File: src/rtl/stc_regs.svh
// register offsets, field positions, reset values and tick dividers of the standard timer
`ifndef STC_REGS_SVH
`define STC_REGS_SVH

// byte addresses of the register words
`define STC_OFF_CTRL0     32'h0000_0000
`define STC_OFF_CTRL1     32'h0000_0004
`define STC_OFF_CNT_LO    32'h0000_0008
`define STC_OFF_CNT_HI    32'h0000_000C
`define STC_OFF_CMPA_LO   32'h0000_0010
`define STC_OFF_CMPA_HI   32'h0000_0014
`define STC_OFF_CMPP      32'h0000_0018
`define STC_OFF_FLAGS     32'h0000_001C

// field positions in the flag word
`define STC_FLAG_A_BIT    0
`define STC_FLAG_P_BIT    1

// reset values
`define STC_RST_BYTE      8'h00
`define STC_RST_CNT       16'h0000

// counter arithmetic
`define STC_CNT_MAX       16'hFFFF
`define STC_FULL_SPAN     17'h1_0000

// AXI responses
`define STC_RESP_OKAY     2'h0
`define STC_RESP_SLVERR   2'h2

// system clock cycles per counting tick for each clock selection
`define STC_DIV_FSYS4     16'h0004
`define STC_DIV_FSYS      16'h0001
`define STC_DIV_FH16      16'h0010
`define STC_DIV_FH64      16'h0040
`define STC_DIV_FSUB      16'h0100
`define STC_DIV_NONE      16'h0000

// pin-action codes in the waveform modes
`define STC_PWM_INACTIVE  2'h0
`define STC_PWM_ACTIVE    2'h1
`define STC_PWM_WAVE      2'h2
`define STC_PWM_SINGLE    2'h3

`endif

File: src/rtl/stc_pkg.sv
// types shared by the standard timer modules
package stc_pkg;

    typedef enum logic [1:0] {
        STC_MODE_CMP  = 2'h0,
        STC_MODE_RSVD = 2'h1,
        STC_MODE_PWM  = 2'h2,
        STC_MODE_TMR  = 2'h3
    } stc_mode_e;

    typedef enum logic [1:0] {
        STC_PIN_NONE   = 2'h0,
        STC_PIN_LOW    = 2'h1,
        STC_PIN_HIGH   = 2'h2,
        STC_PIN_TOGGLE = 2'h3
    } stc_pin_e;

    typedef struct packed {
        logic       pause;
        logic [2:0] clk_sel;
        logic       timer_on;
        logic [2:0] unused;
    } stc_ctrl0_s;

    typedef struct packed {
        stc_mode_e  mode;
        logic [1:0] pin_action;
        logic       output_level_control;
        logic       output_invert;
        logic       duty_period_swap;
        logic       clear_source_select;
    } stc_ctrl1_s;

    typedef struct packed {
        logic        awready;
        logic        wready;
        logic        aw_have;
        logic        aw_bad;
        logic [2:0]  aw_idx;
        logic        w_have;
        logic [7:0]  wbyte;
        logic        wlane0;
        logic        bvalid;
        logic [1:0]  bresp;
        logic        arready;
        logic        rvalid;
        logic [1:0]  rresp;
        logic [31:0] rdata;
    } stc_bus_s;

    typedef struct packed {
        stc_bus_s   bus;
        stc_ctrl0_s ctrl0;
        stc_ctrl1_s ctrl1;
        logic [7:0] cmpa_lo;
        logic [7:0] cmpa_hi;
        logic [7:0] cmpp;
        logic [15:0] cnt;
        logic       on_prev;
        logic       flag_a;
        logic       flag_p;
        logic       lvl;
        logic       pin;
        logic       pin_oe;
    } stc_state_s;

    typedef struct packed {
        logic [15:0] cnt;
        logic        tick;
    } stc_tick_s;

endpackage : stc_pkg

File: src/rtl/stc_tick_gen.sv
// counting-clock tick generator for the standard timer
`timescale 1ns/1ps
`include "stc_regs.svh"

module stc_tick_gen
    import stc_pkg::*;
(
    // clock and reset
    input  wire logic       aclk,
    input  wire logic       aresetn,
    // control
    input  wire logic       run,
    input  wire logic [2:0] clk_sel,
    // tick out
    output logic            tick
);

    stc_tick_s   s_q;
    stc_tick_s   s_d;
    logic [15:0] div;

    always_comb begin
        case (clk_sel)
            3'h0:    div = `STC_DIV_FSYS4;
            3'h1:    div = `STC_DIV_FSYS;
            3'h2:    div = `STC_DIV_FH16;
            3'h3:    div = `STC_DIV_FH64;
            3'h4:    div = `STC_DIV_FSUB;
            3'h5:    div = `STC_DIV_FSUB;
            default: div = `STC_DIV_NONE;
        endcase
    end

    always_comb begin
        s_d      = s_q;
        s_d.tick = run && (div != `STC_DIV_NONE) && (s_q.cnt == div - 16'h0001);
        if (!run || s_d.tick) begin
            s_d.cnt = 16'h0000;
        end else begin
            s_d.cnt = s_q.cnt + 16'h0001;
        end
    end

    always_ff @(posedge aclk) begin
        if (!aresetn) begin
            s_q <= '0;
        end else begin
            s_q <= s_d;
        end
    end

    assign tick = s_q.tick;

endmodule : stc_tick_gen

File: src/rtl/stc_timer.sv
// standard 16-bit timer with compare A/P, PWM and single pulse, AXI4-Lite registers
`timescale 1ns/1ps
`include "stc_regs.svh"

module stc_timer
    import stc_pkg::*;
(
    // clock and reset
    input  wire logic        aclk,
    input  wire logic        aresetn,
    // axi4-lite write address
    input  wire logic [31:0] awaddr,
    input  wire logic        awvalid,
    output logic             awready,
    // axi4-lite write data
    input  wire logic [31:0] wdata,
    input  wire logic [3:0]  wstrb,
    input  wire logic        wvalid,
    output logic             wready,
    // axi4-lite write response
    output logic [1:0]       bresp,
    output logic             bvalid,
    input  wire logic        bready,
    // axi4-lite read address
    input  wire logic [31:0] araddr,
    input  wire logic        arvalid,
    output logic             arready,
    // axi4-lite read data
    output logic [31:0]      rdata,
    output logic [1:0]       rresp,
    output logic             rvalid,
    input  wire logic        rready,
    // timer pin and flags
    output logic             timer_output_pin,
    output logic             timer_output_oe,
    output logic             match_a_flag,
    output logic             match_p_flag
);

    stc_state_s  s_q;
    stc_state_s  s_d;
    logic        tick;
    logic        run;

    assign run = s_q.ctrl0.timer_on && !s_q.ctrl0.pause;

    stc_tick_gen u_tick (
        .aclk    (aclk),
        .aresetn (aresetn),
        .run     (run),
        .clk_sel (s_q.ctrl0.clk_sel),
        .tick    (tick)
    );

    always_comb begin
        logic        wr;
        logic        sw_ctrl0;
        logic        rise;
        logic        fall;
        logic        step;
        logic        ovf;
        logic        a_evt;
        logic        p_evt;
        logic        clr;
        logic        set_a;
        logic        set_p;
        logic        hw_off;
        logic        wave;
        logic [15:0] cmpa;
        logic [15:0] nxt;
        logic [16:0] p_span;
        logic [16:0] a_span;
        logic [16:0] per_v;
        logic [16:0] duty_v;
        logic [2:0]  ridx;
        logic [7:0]  rbyte;
        wr       = 1'b0;
        sw_ctrl0 = 1'b0;
        rise     = 1'b0;
        fall     = 1'b0;
        step     = 1'b0;
        ovf      = 1'b0;
        a_evt    = 1'b0;
        p_evt    = 1'b0;
        clr      = 1'b0;
        set_a    = 1'b0;
        set_p    = 1'b0;
        hw_off   = 1'b0;
        wave     = 1'b0;
        cmpa     = {s_q.cmpa_hi, s_q.cmpa_lo};
        nxt      = s_q.cnt + 16'h0001;
        p_span   = 17'h0_0000;
        a_span   = 17'h0_0000;
        per_v    = 17'h0_0000;
        duty_v   = 17'h0_0000;
        ridx     = araddr[4:2];
        rbyte    = `STC_RST_BYTE;
        s_d      = s_q;

        // write address and data are taken in either order
        if (s_q.bus.awready && awvalid) begin
            s_d.bus.aw_have = 1'b1;
            s_d.bus.aw_bad  = |awaddr[31:5];
            s_d.bus.aw_idx  = awaddr[4:2];
        end
        if (s_q.bus.wready && wvalid) begin
            s_d.bus.w_have = 1'b1;
            s_d.bus.wbyte  = wdata[7:0];
            s_d.bus.wlane0 = wstrb[0];
        end
        if (s_q.bus.aw_have && s_q.bus.w_have && !s_q.bus.bvalid) begin
            wr              = 1'b1;
            s_d.bus.aw_have = 1'b0;
            s_d.bus.w_have  = 1'b0;
            s_d.bus.bvalid  = 1'b1;
            s_d.bus.bresp   = s_q.bus.aw_bad ? `STC_RESP_SLVERR : `STC_RESP_OKAY;
        end else if (s_q.bus.bvalid && bready) begin
            s_d.bus.bvalid = 1'b0;
        end
        s_d.bus.awready = !s_d.bus.aw_have && !s_d.bus.bvalid;
        s_d.bus.wready  = !s_d.bus.w_have && !s_d.bus.bvalid;

        // register writes; only byte lane 0 holds data
        if (wr && !s_q.bus.aw_bad && s_q.bus.wlane0) begin
            case ({27'h000_0000, s_q.bus.aw_idx, 2'h0})
                `STC_OFF_CTRL0: begin
                    s_d.ctrl0        = stc_ctrl0_s'(s_q.bus.wbyte);
                    s_d.ctrl0.unused = 3'h0;
                    sw_ctrl0         = 1'b1;
                end
                `STC_OFF_CTRL1:   s_d.ctrl1   = stc_ctrl1_s'(s_q.bus.wbyte);
                `STC_OFF_CMPA_LO: s_d.cmpa_lo = s_q.bus.wbyte;
                `STC_OFF_CMPA_HI: s_d.cmpa_hi = s_q.bus.wbyte;
                `STC_OFF_CMPP:    s_d.cmpp    = s_q.bus.wbyte;
                `STC_OFF_FLAGS: begin
                    // write one to clear
                    if (s_q.bus.wbyte[`STC_FLAG_A_BIT]) begin
                        s_d.flag_a = 1'b0;
                    end
                    if (s_q.bus.wbyte[`STC_FLAG_P_BIT]) begin
                        s_d.flag_p = 1'b0;
                    end
                end
                default: ;
            endcase
        end

        // read channel; counter and flags read as live state
        if (s_q.bus.arready && arvalid) begin
            case ({27'h000_0000, ridx, 2'h0})
                `STC_OFF_CTRL0:   rbyte = s_q.ctrl0;
                `STC_OFF_CTRL1:   rbyte = s_q.ctrl1;
                `STC_OFF_CNT_LO:  rbyte = s_q.cnt[7:0];
                `STC_OFF_CNT_HI:  rbyte = s_q.cnt[15:8];
                `STC_OFF_CMPA_LO: rbyte = s_q.cmpa_lo;
                `STC_OFF_CMPA_HI: rbyte = s_q.cmpa_hi;
                `STC_OFF_CMPP:    rbyte = s_q.cmpp;
                `STC_OFF_FLAGS:   rbyte = {6'h00, s_q.flag_p, s_q.flag_a};
                default:          rbyte = `STC_RST_BYTE;
            endcase
            s_d.bus.rvalid = 1'b1;
            s_d.bus.rdata  = (|araddr[31:5]) ? 32'h0000_0000 : {24'h00_0000, rbyte};
            s_d.bus.rresp  = (|araddr[31:5]) ? `STC_RESP_SLVERR : `STC_RESP_OKAY;
        end else if (s_q.bus.rvalid && rready) begin
            s_d.bus.rvalid = 1'b0;
        end
        s_d.bus.arready = !s_d.bus.rvalid;

        // comparators
        rise   = s_q.ctrl0.timer_on && !s_q.on_prev;
        fall   = !s_q.ctrl0.timer_on && s_q.on_prev;
        step   = tick && run;
        ovf    = (s_q.cnt == `STC_CNT_MAX);
        a_evt  = (cmpa != 16'h0000) && (nxt == cmpa);
        p_evt  = (s_q.cmpp != 8'h00) ? (nxt == {s_q.cmpp, 8'h00}) : ovf;
        p_span = (s_q.cmpp == 8'h00) ? `STC_FULL_SPAN : {1'b0, s_q.cmpp, 8'h00};
        a_span = (cmpa == 16'h0000) ? `STC_FULL_SPAN : {1'b0, cmpa};
        s_d.on_prev = s_q.ctrl0.timer_on;

        case (s_q.ctrl1.mode)
            STC_MODE_PWM: begin
                if (s_q.ctrl1.pin_action == `STC_PWM_SINGLE) begin
                    // single pulse: counter wraps, only compare A acts
                    if (step) begin
                        set_a  = a_evt;
                        hw_off = a_evt;
                    end
                end else begin
                    // swap bit decides which comparator clears the counter
                    if (step) begin
                        clr   = s_q.ctrl1.duty_period_swap ?
                                ((cmpa != 16'h0000) ? a_evt : ovf) : p_evt;
                        set_a = a_evt;
                        set_p = p_evt;
                    end
                end
            end
            default: begin
                // compare output, timer/counter and the undefined code share counting
                if (step) begin
                    if (s_q.ctrl1.clear_source_select) begin
                        clr   = a_evt;
                        set_a = a_evt;
                    end else begin
                        clr   = p_evt;
                        set_a = a_evt;
                        set_p = p_evt;
                    end
                end
            end
        endcase

        // counter: zeroed on rise, held when off
        if (rise) begin
            s_d.cnt = `STC_RST_CNT;
        end else if (step) begin
            s_d.cnt = clr ? `STC_RST_CNT : nxt;
        end

        // pin level before inversion
        if (rise) begin
            s_d.lvl = s_q.ctrl1.output_level_control;
        end else begin
            case (s_q.ctrl1.mode)
                STC_MODE_CMP: begin
                    if (set_a) begin
                        case (stc_pin_e'(s_q.ctrl1.pin_action))
                            STC_PIN_LOW:    s_d.lvl = 1'b0;
                            STC_PIN_HIGH:   s_d.lvl = 1'b1;
                            STC_PIN_TOGGLE: s_d.lvl = !s_q.lvl;
                            default:        s_d.lvl = s_q.lvl;
                        endcase
                    end
                end
                STC_MODE_PWM: begin
                    if (s_q.ctrl1.pin_action == `STC_PWM_SINGLE) begin
                        if (hw_off || fall) begin
                            s_d.lvl = !s_q.ctrl1.output_level_control;
                        end
                    end else if (s_q.ctrl0.timer_on) begin
                        per_v  = s_q.ctrl1.duty_period_swap ? a_span : p_span;
                        duty_v = s_q.ctrl1.duty_period_swap ? p_span : {1'b0, cmpa};
                        wave   = ({1'b0, s_q.cnt} < duty_v) || (duty_v >= per_v);
                        case (s_q.ctrl1.pin_action)
                            `STC_PWM_INACTIVE: s_d.lvl = !s_q.ctrl1.output_level_control;
                            `STC_PWM_ACTIVE:   s_d.lvl = s_q.ctrl1.output_level_control;
                            default:           s_d.lvl = wave ? s_q.ctrl1.output_level_control
                                                              : !s_q.ctrl1.output_level_control;
                        endcase
                    end
                end
                default: s_d.lvl = s_q.lvl;
            endcase
        end

        // a compare A stop loses to a software write of the same register
        if (hw_off && !sw_ctrl0) begin
            s_d.ctrl0.timer_on = 1'b0;
        end

        // flags: a set wins over a clear in the same cycle
        if (set_a) begin
            s_d.flag_a = 1'b1;
        end
        if (set_p) begin
            s_d.flag_p = 1'b1;
        end

        // pin driver: released in timer/counter mode, otherwise optionally inverted
        if (s_d.ctrl1.mode == STC_MODE_TMR) begin
            s_d.pin_oe = 1'b0;
            s_d.pin    = 1'b0;
        end else begin
            s_d.pin_oe = 1'b1;
            s_d.pin    = s_d.lvl ^ s_d.ctrl1.output_invert;
        end
    end

    always_ff @(posedge aclk) begin
        if (!aresetn) begin
            s_q <= '0;
        end else begin
            s_q <= s_d;
        end
    end

    assign awready          = s_q.bus.awready;
    assign wready           = s_q.bus.wready;
    assign bresp            = s_q.bus.bresp;
    assign bvalid           = s_q.bus.bvalid;
    assign arready          = s_q.bus.arready;
    assign rdata            = s_q.bus.rdata;
    assign rresp            = s_q.bus.rresp;
    assign rvalid           = s_q.bus.rvalid;
    assign timer_output_pin = s_q.pin;
    assign timer_output_oe  = s_q.pin_oe;
    assign match_a_flag     = s_q.flag_a;
    assign match_p_flag     = s_q.flag_p;

endmodule : stc_timer

File: config.mk
export PLATFORM = sky130hd
export DESIGN_NAME = stc_timer
export DESIGN_NICKNAME = d
export VERILOG_FILES = /design/src/rtl/stc_pkg.sv /design/src/rtl/stc_tick_gen.sv /design/src/rtl/stc_timer.sv
export VERILOG_INCLUDE_DIRS = /design/src /design/src/rtl
export SDC_FILE = /design/constraint.sdc
export NUM_CORES = 1
export LEC_CHECK = 0
export CORE_MARGIN = 8
export CORE_UTILIZATION = 40
export DETAILED_ROUTE_END_ITERATION = 6
export DONT_BUFFER_PORTS = 1
export REMOVE_ABC_BUFFERS = 1
export SYNTH_ARGS = -nofsm -noshare
export SYNTH_HDL_FRONTEND = slang
export SYNTH_SLANG_ARGS = --single-unit
export TNS_END_PERCENT = 100
File: constraint.sdc
create_clock -name aclk -period 3 [get_ports aclk]
set_clock_uncertainty 0.05 [all_clocks]
set_input_delay 0.6 -clock aclk [delete_from_list [all_inputs] [get_ports aclk]]
set_output_delay 0.6 -clock aclk [all_outputs]
set_load 0.005 [all_outputs]
After elaboration in Yosys (flattened, before gate mapping). Cells that the tools add are included.

Bits in read-only memories: 0. Bits in registers: 132. Memory bits (writable): 0. Latch bits: 0. Input bits: 107. Logic and storage cells: 191. Memories: 0. Output and inout bits: 45.

Reduce and logical (&&, ||, !) cells: 65. Bitwise logic cells: 2. $lt $le $gt $ge: 2. Div/mod/pow operators: 0. Add/sub/neg operators: 3. $mul: 0. Shift operators: 0. Mux-type cells: 58. Eq/ne operators: 26.

Operators by type and width (number): $mux W17 (4); $pmux W8 S8 (1); $reduce_or A27 Y1 (2); $eq A16 B16 Y1 (3); $pmux W9 S5 (1); $mux W8 (5); $mux W1 (36); $add A16 B1 Y16 const B (2); $mux W32 (1); $reduce_bool A16 Y1 (2); $eq A3 B3 Y1 const B (10); $logic_and A1 B1 Y1 (19); $ge A17 B17 Y1 (1); $lt A16 B17 Y1 (1); $eq A16 B16 Y1 const B (1); $logic_not A16 Y1 (1); $mux W16 (1); $logic_not A1 Y1 (13); $eq A3 B2 Y1 const B (4); $reduce_bool A2 Y1 (6); $mux W10 (1); $reduce_and A2 Y1 (5); $reduce_or A2 Y1 (5); $sub A9 B1 Y10 const B (1); other kinds (15) (30).

Logic depth before layout (Yosys ltp). Gate-level depths: netlist of run 1.

Depth after elaboration: 12. Mapped depth: 14.

Hierarchy. From an unflattened synthesis of run 1, not the netlist that was laid out.

Cell total of the unflattened synthesis: 919. Area total of the unflattened synthesis: 7447.1 µm².

By module, submodules not included: stc_timer (cells each 816, area an instance 6561.3 µm², seq. area each 1781.7 µm², times used 1); stc_tick_gen (cells each 103, area an instance 885.8 µm², seq. area each 340.3 µm², times used 1).

Least setup slack after synthesis of run 1. Ideal clock, no wire load.

Path type: register to register. From: reg s_q[47] in the netlist's numbering. To: reg s_q, in the netlist timer_output_pin. Required time: 2.880 ns. Setup time: 0.070 ns. Arrival time: 3.145 ns. Clock period less this slack: 3.265 ns. Stages on the path, launching flop included: 15. Setup slack: -0.265 ns. Cell sequence: dfxtp_1 > clkbuf_1 > clkbuf_1 > mux2_2 > inv_1 > ha_1 > nand4_1 > nor3_1 > a311oi_1 > o21ai_0 > o2111ai_1 > nor3b_1 > a211oi_1 > or3_1 > a21boi_1.

Cells in the longest elaborated chain, start to end: 10.

RTL lines: from (decl) (line stc_timer.sv:40) `stc_state_s s_q;`; from (signal assigned) (line stc_timer.sv:281) `s_q <= '0;`; from (signal assigned) (line stc_timer.sv:283) `s_q <= s_d;`; $mux W17, on equally long branches (line stc_timer.sv:242, stc_timer.sv:241); $lt A16 B17 Y1 / $ge A17 B17 Y1 (equally long branches) (line stc_timer.sv:243) `wave = ({1'b0, s_q.cnt} < duty_v) || (duty_v >= per_v);`; $logic_or A1 B1 Y1 (*) (line stc_timer.sv:243); $mux W1 (*) (line stc_timer.sv:247) `default: s_d.lvl = wave ? s_q.ctrl1.output_level_control`; $pmux W1 S2 (*) (line stc_timer.sv:244) `case (s_q.ctrl1.pin_action)`; $mux W1 (*) (line stc_timer.sv:240) `end else if (s_q.ctrl0.timer_on) begin`; $mux W1 (*) (line stc_timer.sv:236) `` if (s_q.ctrl1.pin_action == `STC_PWM_SINGLE) begin ``; $pmux W1 S2 (*) (line stc_timer.sv:224) `case (s_q.ctrl1.mode)`; $mux W1 (*) (line stc_timer.sv:221) `if (rise) begin`; $xor A1 B1 Y1 (*) (line stc_timer.sv:275) `s_d.pin = s_d.lvl ^ s_d.ctrl1.output_invert;`.

Mark *: on every way between the ends. The rest lies on a longest branch, timed or not. A chain may end at the register's enable or synchronous reset.

Worst setup path in the final report of run 1.
From: reg s_q[7] in the netlist's numbering. To: reg s_q[17] in the netlist's numbering.

Cells in the longest elaborated chain, start to end: 9.

RTL lines: $add A16 B1 Y16 (line stc_timer.sv:91) `nxt = s_q.cnt + 16'h0001;`; $eq A16 B16 Y1 (line stc_timer.sv:174) `a_evt = (cmpa != 16'h0000) && (nxt == cmpa);`; $logic_and A1 B1 Y1 (line stc_timer.sv:174); $mux W1 (line stc_timer.sv:192) `((cmpa != 16'h0000) ? a_evt : ovf) : p_evt;`; $mux W1 (line stc_timer.sv:191) `clr = s_q.ctrl1.duty_period_swap ?`; $mux W1 (line stc_timer.sv:190) `if (step) begin`; $mux W1 (line stc_timer.sv:182) `` if (s_q.ctrl1.pin_action == `STC_PWM_SINGLE) begin ``; $mux W1 (line stc_timer.sv:180) `case (s_q.ctrl1.mode)`; $mux W16 (*) (line stc_timer.sv:217) `` s_d.cnt = clr ? `STC_RST_CNT : nxt; ``.

Marked as above.

==> flow_summary.yaml, run 1 <==
timing:
  min_period_ps: 3090
  max_freq_mhz: 323
  slew_headroom_pct: 58.3
  maxSlewViolCount: 0
  finalHoldViolCount: 0
  setup_viol: 7
  tightestPinTransition_ps: 623
  rsz0062_at_grt: "true"
  layout_setup_ws_ps: -93.6
  setup_tns_ps: -310
  fin_crit_sh_pct: 103
synth:
  avgSynthCellArea_um2: 8.01
  ys_seq_area_share_pct: 28.7
  syn_area_um2: 7390
  async_flop_share_pct: 0
  synthCells: 922
  ys_ff_latch: 106
  synth_cell_types: 75
  synth_warnings: 0
  synth-edff-count: 0
  synth_ff_type: "dfxtp_1"
pwr:
  switchingPower_mw: 0.659
  total_power_mw: 2.71
  pwr-share-comb_pct: 3.5
  internal-power_mw: 2.05
  sw_frac_of_total_pct: 24.3
  p_per_area_nw_per_um2: 302
  seq_power_share_pct: 53.4
  clkPwrFrac_pct: 43.1
  leakage_nw: 3.38
  peakVddDrop_uv: 314
finish:
  layout_commonest_cell: "nand2_1"
  final_util_pct: 49.7
  nets: 1126
  largest_register_ff_count: 69
  drive_above_1_share_pct: 22.8
  top_register: "s_q"
  final_cell_mix: "nand2_1 (112), buf_4 (111), dfxtp_1 (97)"
  layoutNonFillerInstCount: 1224
  area_growth_pct: 21.2
  diodes: 0
setup_path:
  worstSetupPathType: "reg2reg"
  endpoint_kind: "register"
  cp.required_ps: 3200
  crit_arrival_ps: 3290
  startpoint_type: "register"
  crit_path_max_fanout: 8
global_routing:
  grt_pass1_wl_mm: 35.4
  grt_usage_pct: 18.4
  gr-total-overflow: 0
  antenna_found_initial: 0
  grt_pass1_vias: 6676
  grt_max_degree: 75
clocking:
  cts_tree: "built"
  cts_buffers: 9
  clock_latency_ps: 360
  clk_pin_slew_ps: 70
  root_buffer: "clkbuf_16"
  clock_path_buffers: 2
  clock-sinks: 106
  htree_levels: 3
status:
  violations: "setup timing"
  outcome: "finished, violations left"
route:
  first_pass_iters: 5
  num_vias: 6867
  drc: 0
  drt_iter0_markers: 476
  ant_nets: 0
  wl_per_cell_um: 18.1
  viasPerCell: 5.61
  detail_route.wirelength_mm: 22.2
floorplanning:
  io_pins: 152
  fp.dieH_um: 152
  die_area_um2: 23100
  coreArea_um2: 18000
  die-width_um: 152
  start_util_pct: 41.0
  core.rowCount: 49
placement:
  port_buffers: 0
  place_congestion: 0.912
  post-place-ws_ps: -271
  dp.cells: 1203
  post-dp-hpwl_mm: 17.0
min_path:
  hp-class: "in2reg"
job:
  cap_violations: 0
cell type report:
cell class	instances	area (um2)
flip-flops and latches	106	2140
clock buffers	10	229
fillers	1781	9070
clock inverters	6	57.6
inverters	31	116
well taps	229	287
repair buffers	127	1070
multi-input cells	715	5060
cells by family after synthesis:
| family | Yosys count | synth area share (%) |
|---|---|---|
| simple gates | 380 | 27.2 |
| other cells | 1 | 0.0508 |
| flops | 106 | 28.7 |
| mux | 53 | 7.42 |
| buf+inv | 126 | 8.84 |
| fa+ha+maj | 29 | 4.91 |
| compound gates | 185 | 17.9 |
| xor+xnor | 42 | 4.98 |
what timing repair did:
action	in CTS	in global routing
buffers inserted	7	1
endpoints found under the setup margin	18	36
hold buffers	0	0
pin swaps	13	23
gates resized for setup	40	43
path summary, 6_finish.rpt:
path	depth (start not counted)	to	start	slack [ps]
worst min-delay path	1	u_tick.tick$_SDFF_PN0_	aresetn	330
worst max-delay path	15	s_q[17]$_SDFFE_PP0P_	s_q[7]$_SDFFE_PP0P_	-90
worst max register to register	15	s_q[17]$_SDFFE_PP0P_	s_q[7]$_SDFFE_PP0P_	-90
worst min register to register	1	wready$_SDFF_PN0_	s_q[110]$_SDFF_PN0_	400
metal layers:
layer | track usage (%) | routed length [um] | vias to the layer above
li1 | - | - | 3390
met1 | 23.2 | 9900 | 3246
met2 | 30.3 | 10400 | 195
met3 | 4.09 | 1370 | 36
met4 | 6.41 | 567 | 0
met5 | 0 | 0 | -
stage by stage:
| stage | hold slack, ps | instance area [um2] |
|---|---|---|
| after floorplan | 372 | 6950 |
| after global placement | 393 | 8240 |
| after detailed placement | 398 | 8240 |
| after CTS | 315 | 8740 |
| after global routing | 313 | 8950 |
| final | 326 | 8950 |
power groups by stage:
stage	registers [mW]	clock network, mW	logic (mW)
final	1.44	1.17	0.0959
after global routing	1.45	1.26	0.108
after CTS	1.45	1.20	0.0928
after global placement	1.48	0	0.0904
after floorplan	1.47	0	0.0735
after detailed placement	1.48	0	0.0908
critical path: stages, from the launching register on:
cell and delay, ps:
dfxtp_2 340, ha_4 160, buf_6 130, nand4_1 130, buf_4 150, buf_4 100, or4_1 100, nand3_1 70
or4_4 550, nor4_4 150, buf_6 180, nand3_4 70, a22oi_4 300, buf_6 190, nor4_2 50, a221o_1 260
cells in the mapped netlist (25+ instances only):
cell        n  area share, %
o21ai_0    25            1.7
nor2b_1    46            3.9
a21oi_1    37            2.5
dfxtp_1   106             29
buf_4      43            4.4
nand2_1   112            5.7
mux2i_1    39            5.3
clkbuf_1   40            2.0
ha_1       29            4.9
nor2_1     54            2.7
nor4_1     28            2.4
inv_1      30            1.5
(Power assumes the default switching activity.)
==> inputs of run 2 (changes only) <==
Settings changed: CELL_PAD_IN_SITES_DETAIL_PLACEMENT set to 1, CELL_PAD_IN_SITES_GLOBAL_PLACEMENT set to 2, CORE_UTILIZATION 40 to 34, PLACE_DENSITY_LB_ADDON set to 0.1, SKIP_CTS_REPAIR_TIMING set to 1.
==> run 2 against run 1 <==
Effect of this change: the run still ends with setup timing left; sequential share of layout area is 0.51 points lower; maximum frequency is 2.7% lower; first-iteration DRC count is 35% lower; final cell count is 6.4% higher; routed wire length is 25% higher; non-clock buffer count is 27 higher; hold slack worse by 10 ps; sequential power hardly changed; largest cell class unchanged.
==> flow_summary.yaml, run 2 (same netlist as run 1, synthesis figures left out) <==
global_routing:
  grt_pass1_wl_mm: 41.8
  grtUsageMet2_pct: 35.6
  grtUsageMet1_pct: 23.7
  top_usage_layer: "met2"
  grt_pass1_vias: 7579
  grt_max_degree: 75
  gr-total-overflow: 0
  met3_usage_pct: 2.37
  grt_usage_pct: 19.9
  antenna_found_initial: 0
clocking:
  clock-sinks: 106
  htree_levels: 3
  clock_latency_ps: 360
  cts_tree: "built"
  cts_buffers: 9
  clk_pin_slew_ps: 80
  clock_path_buffers: 2
  root_buffer: "clkbuf_16"
timing:
  tightestPinTransition_ps: 587
  min_period_ps: 3180
  fin_crit_sh_pct: 106
  finalHoldViolCount: 0
  maxSlewViolCount: 0
  slew_headroom_pct: 60.7
  setup_viol: 18
  layout_setup_ws_ps: -179
  max_freq_mhz: 315
  setup_tns_ps: -1980
  rsz0062_at_grt: "true"
setup_path:
  setup.worst_path.end: "s_q[21]$_SDFFE_PP0P_"
  critical_path.startpoint: "s_q[7]$_SDFFE_PP0P_"
  cp.required_ps: 3210
  worstSetupPathType: "reg2reg"
  r2r_start: "s_q[7]$_SDFFE_PP0P_"
  startpoint_type: "register"
  crit_arrival_ps: 3390
  r2r_end: "s_q[21]$_SDFFE_PP0P_"
  regToRegSetupSlack_ps: -180
  crit_path_max_fanout: 8
  endpoint_kind: "register"
  r2r_cells: 15
pwr:
  leakage_nw: 3.53
  p_per_area_nw_per_um2: 299
  peakVddDrop_uv: 239
  total_power_mw: 2.75
floorplanning:
  io_pins: 152
  die_area_um2: 26700
  die-width_um: 163
  coreArea_um2: 21600
  start_util_pct: 34.3
  core.rowCount: 54
  fp.dieH_um: 163
min_path:
  hp-class: "in2reg"
  min_path_cells: 1
route:
  viasPerCell: 5.49
  first_pass_iters: 4
  detail_route.wirelength_mm: 27.7
  wl_per_cell_um: 21.3
  ant_nets: 0
  drt_iter0_markers: 310
  drc: 0
  num_vias: 7144
finish:
  largest_register_ff_count: 69
  layout_commonest_cell: "buf_4"
  final_area_um2: 9220
  top_register: "s_q"
  drive_above_1_share_pct: 24.4
  diodes: 0
  nets: 1153
  final_cell_mix: "buf_4 (139), nand2_1 (112), dfxtp_1 (94)"
  area_growth_pct: 24.7
placement:
  post-place-ws_ps: -432
  dpl_cell_area_um2: 8430
  place_congestion: 0.863
  post-dp-hpwl_mm: 21.6
  port_buffers: 0
job:
  cap_violations: 0
status:
  outcome: "finished, violations left"
  violations: "setup timing"
run 2: worst min path at each step:
stage / endpoint / slack (ps) / from
5_1_grt: rdata[2]$_SDFFE_PN0P_ / 320 / aresetn
3_3_place_gp: awready$_SDFF_PN0_ / 390 / s_q[115]$_SDFF_PN0_
2_1_floorplan: awready$_SDFF_PN0_ / 370 / s_q[115]$_SDFF_PN0_
4_1_cts: s_q[113]$_SDFFE_PN0P_ / 320 / awaddr[4]
3_5_place_dp: wready$_SDFF_PN0_ / 400 / s_q[110]$_SDFF_PN0_
6_report: rdata[1]$_SDFFE_PN0P_ / 320 / aresetn
run 2: worst max-delay path, stage by stage (launching register included):
cell,delay [ps]
dfxtp_4,370
buf_12,140
ha_4,240
xnor2_2,140
nand2_1,80
a221o_1,260
or4_4,540
nor4_4,230
buf_6,170
nand3_4,70
a22oi_4,180
buf_12,150
buf_12,120
buf_4,110
o31ai_1,60
a21o_1,160
run 2: area by class of cell:
cell class	instances	area (um2)
flip-flops and latches	106	2150
multi-input cells	715	5010
repair buffers	154	1300
fillers	2568	12300
well taps	280	350
clock inverters	6	55.1
clock buffers	10	239
inverters	31	116
run 2: power by group:
group | internal, mW | leakage (nW) | total [mW] | switching, mW
logic | 0.0447 | 2.52 | 0.102 | 0.0578
registers | 1.42 | 0.865 | 1.44 | 0.0248
clock network | 0.605 | 0.140 | 1.21 | 0.604
total | 2.07 | 3.53 | 2.75 | 0.687
run 2: per-stage QoR:
step	cells	hold WS (ps)	utilization, %
floorplan	852	372	-
global placement	1271	394	39.1
detailed placement	1271	403	39.1
CTS	1287	316	40.5
global route	1302	316	42.8
finish	1302	315	42.8
run 2: layer usage:
layer,vias up,share of wire [%]
li1,3447,-
met1,3511,42
met2,140,51
met3,46,3.7
met4,0,2.8
met5,-,0
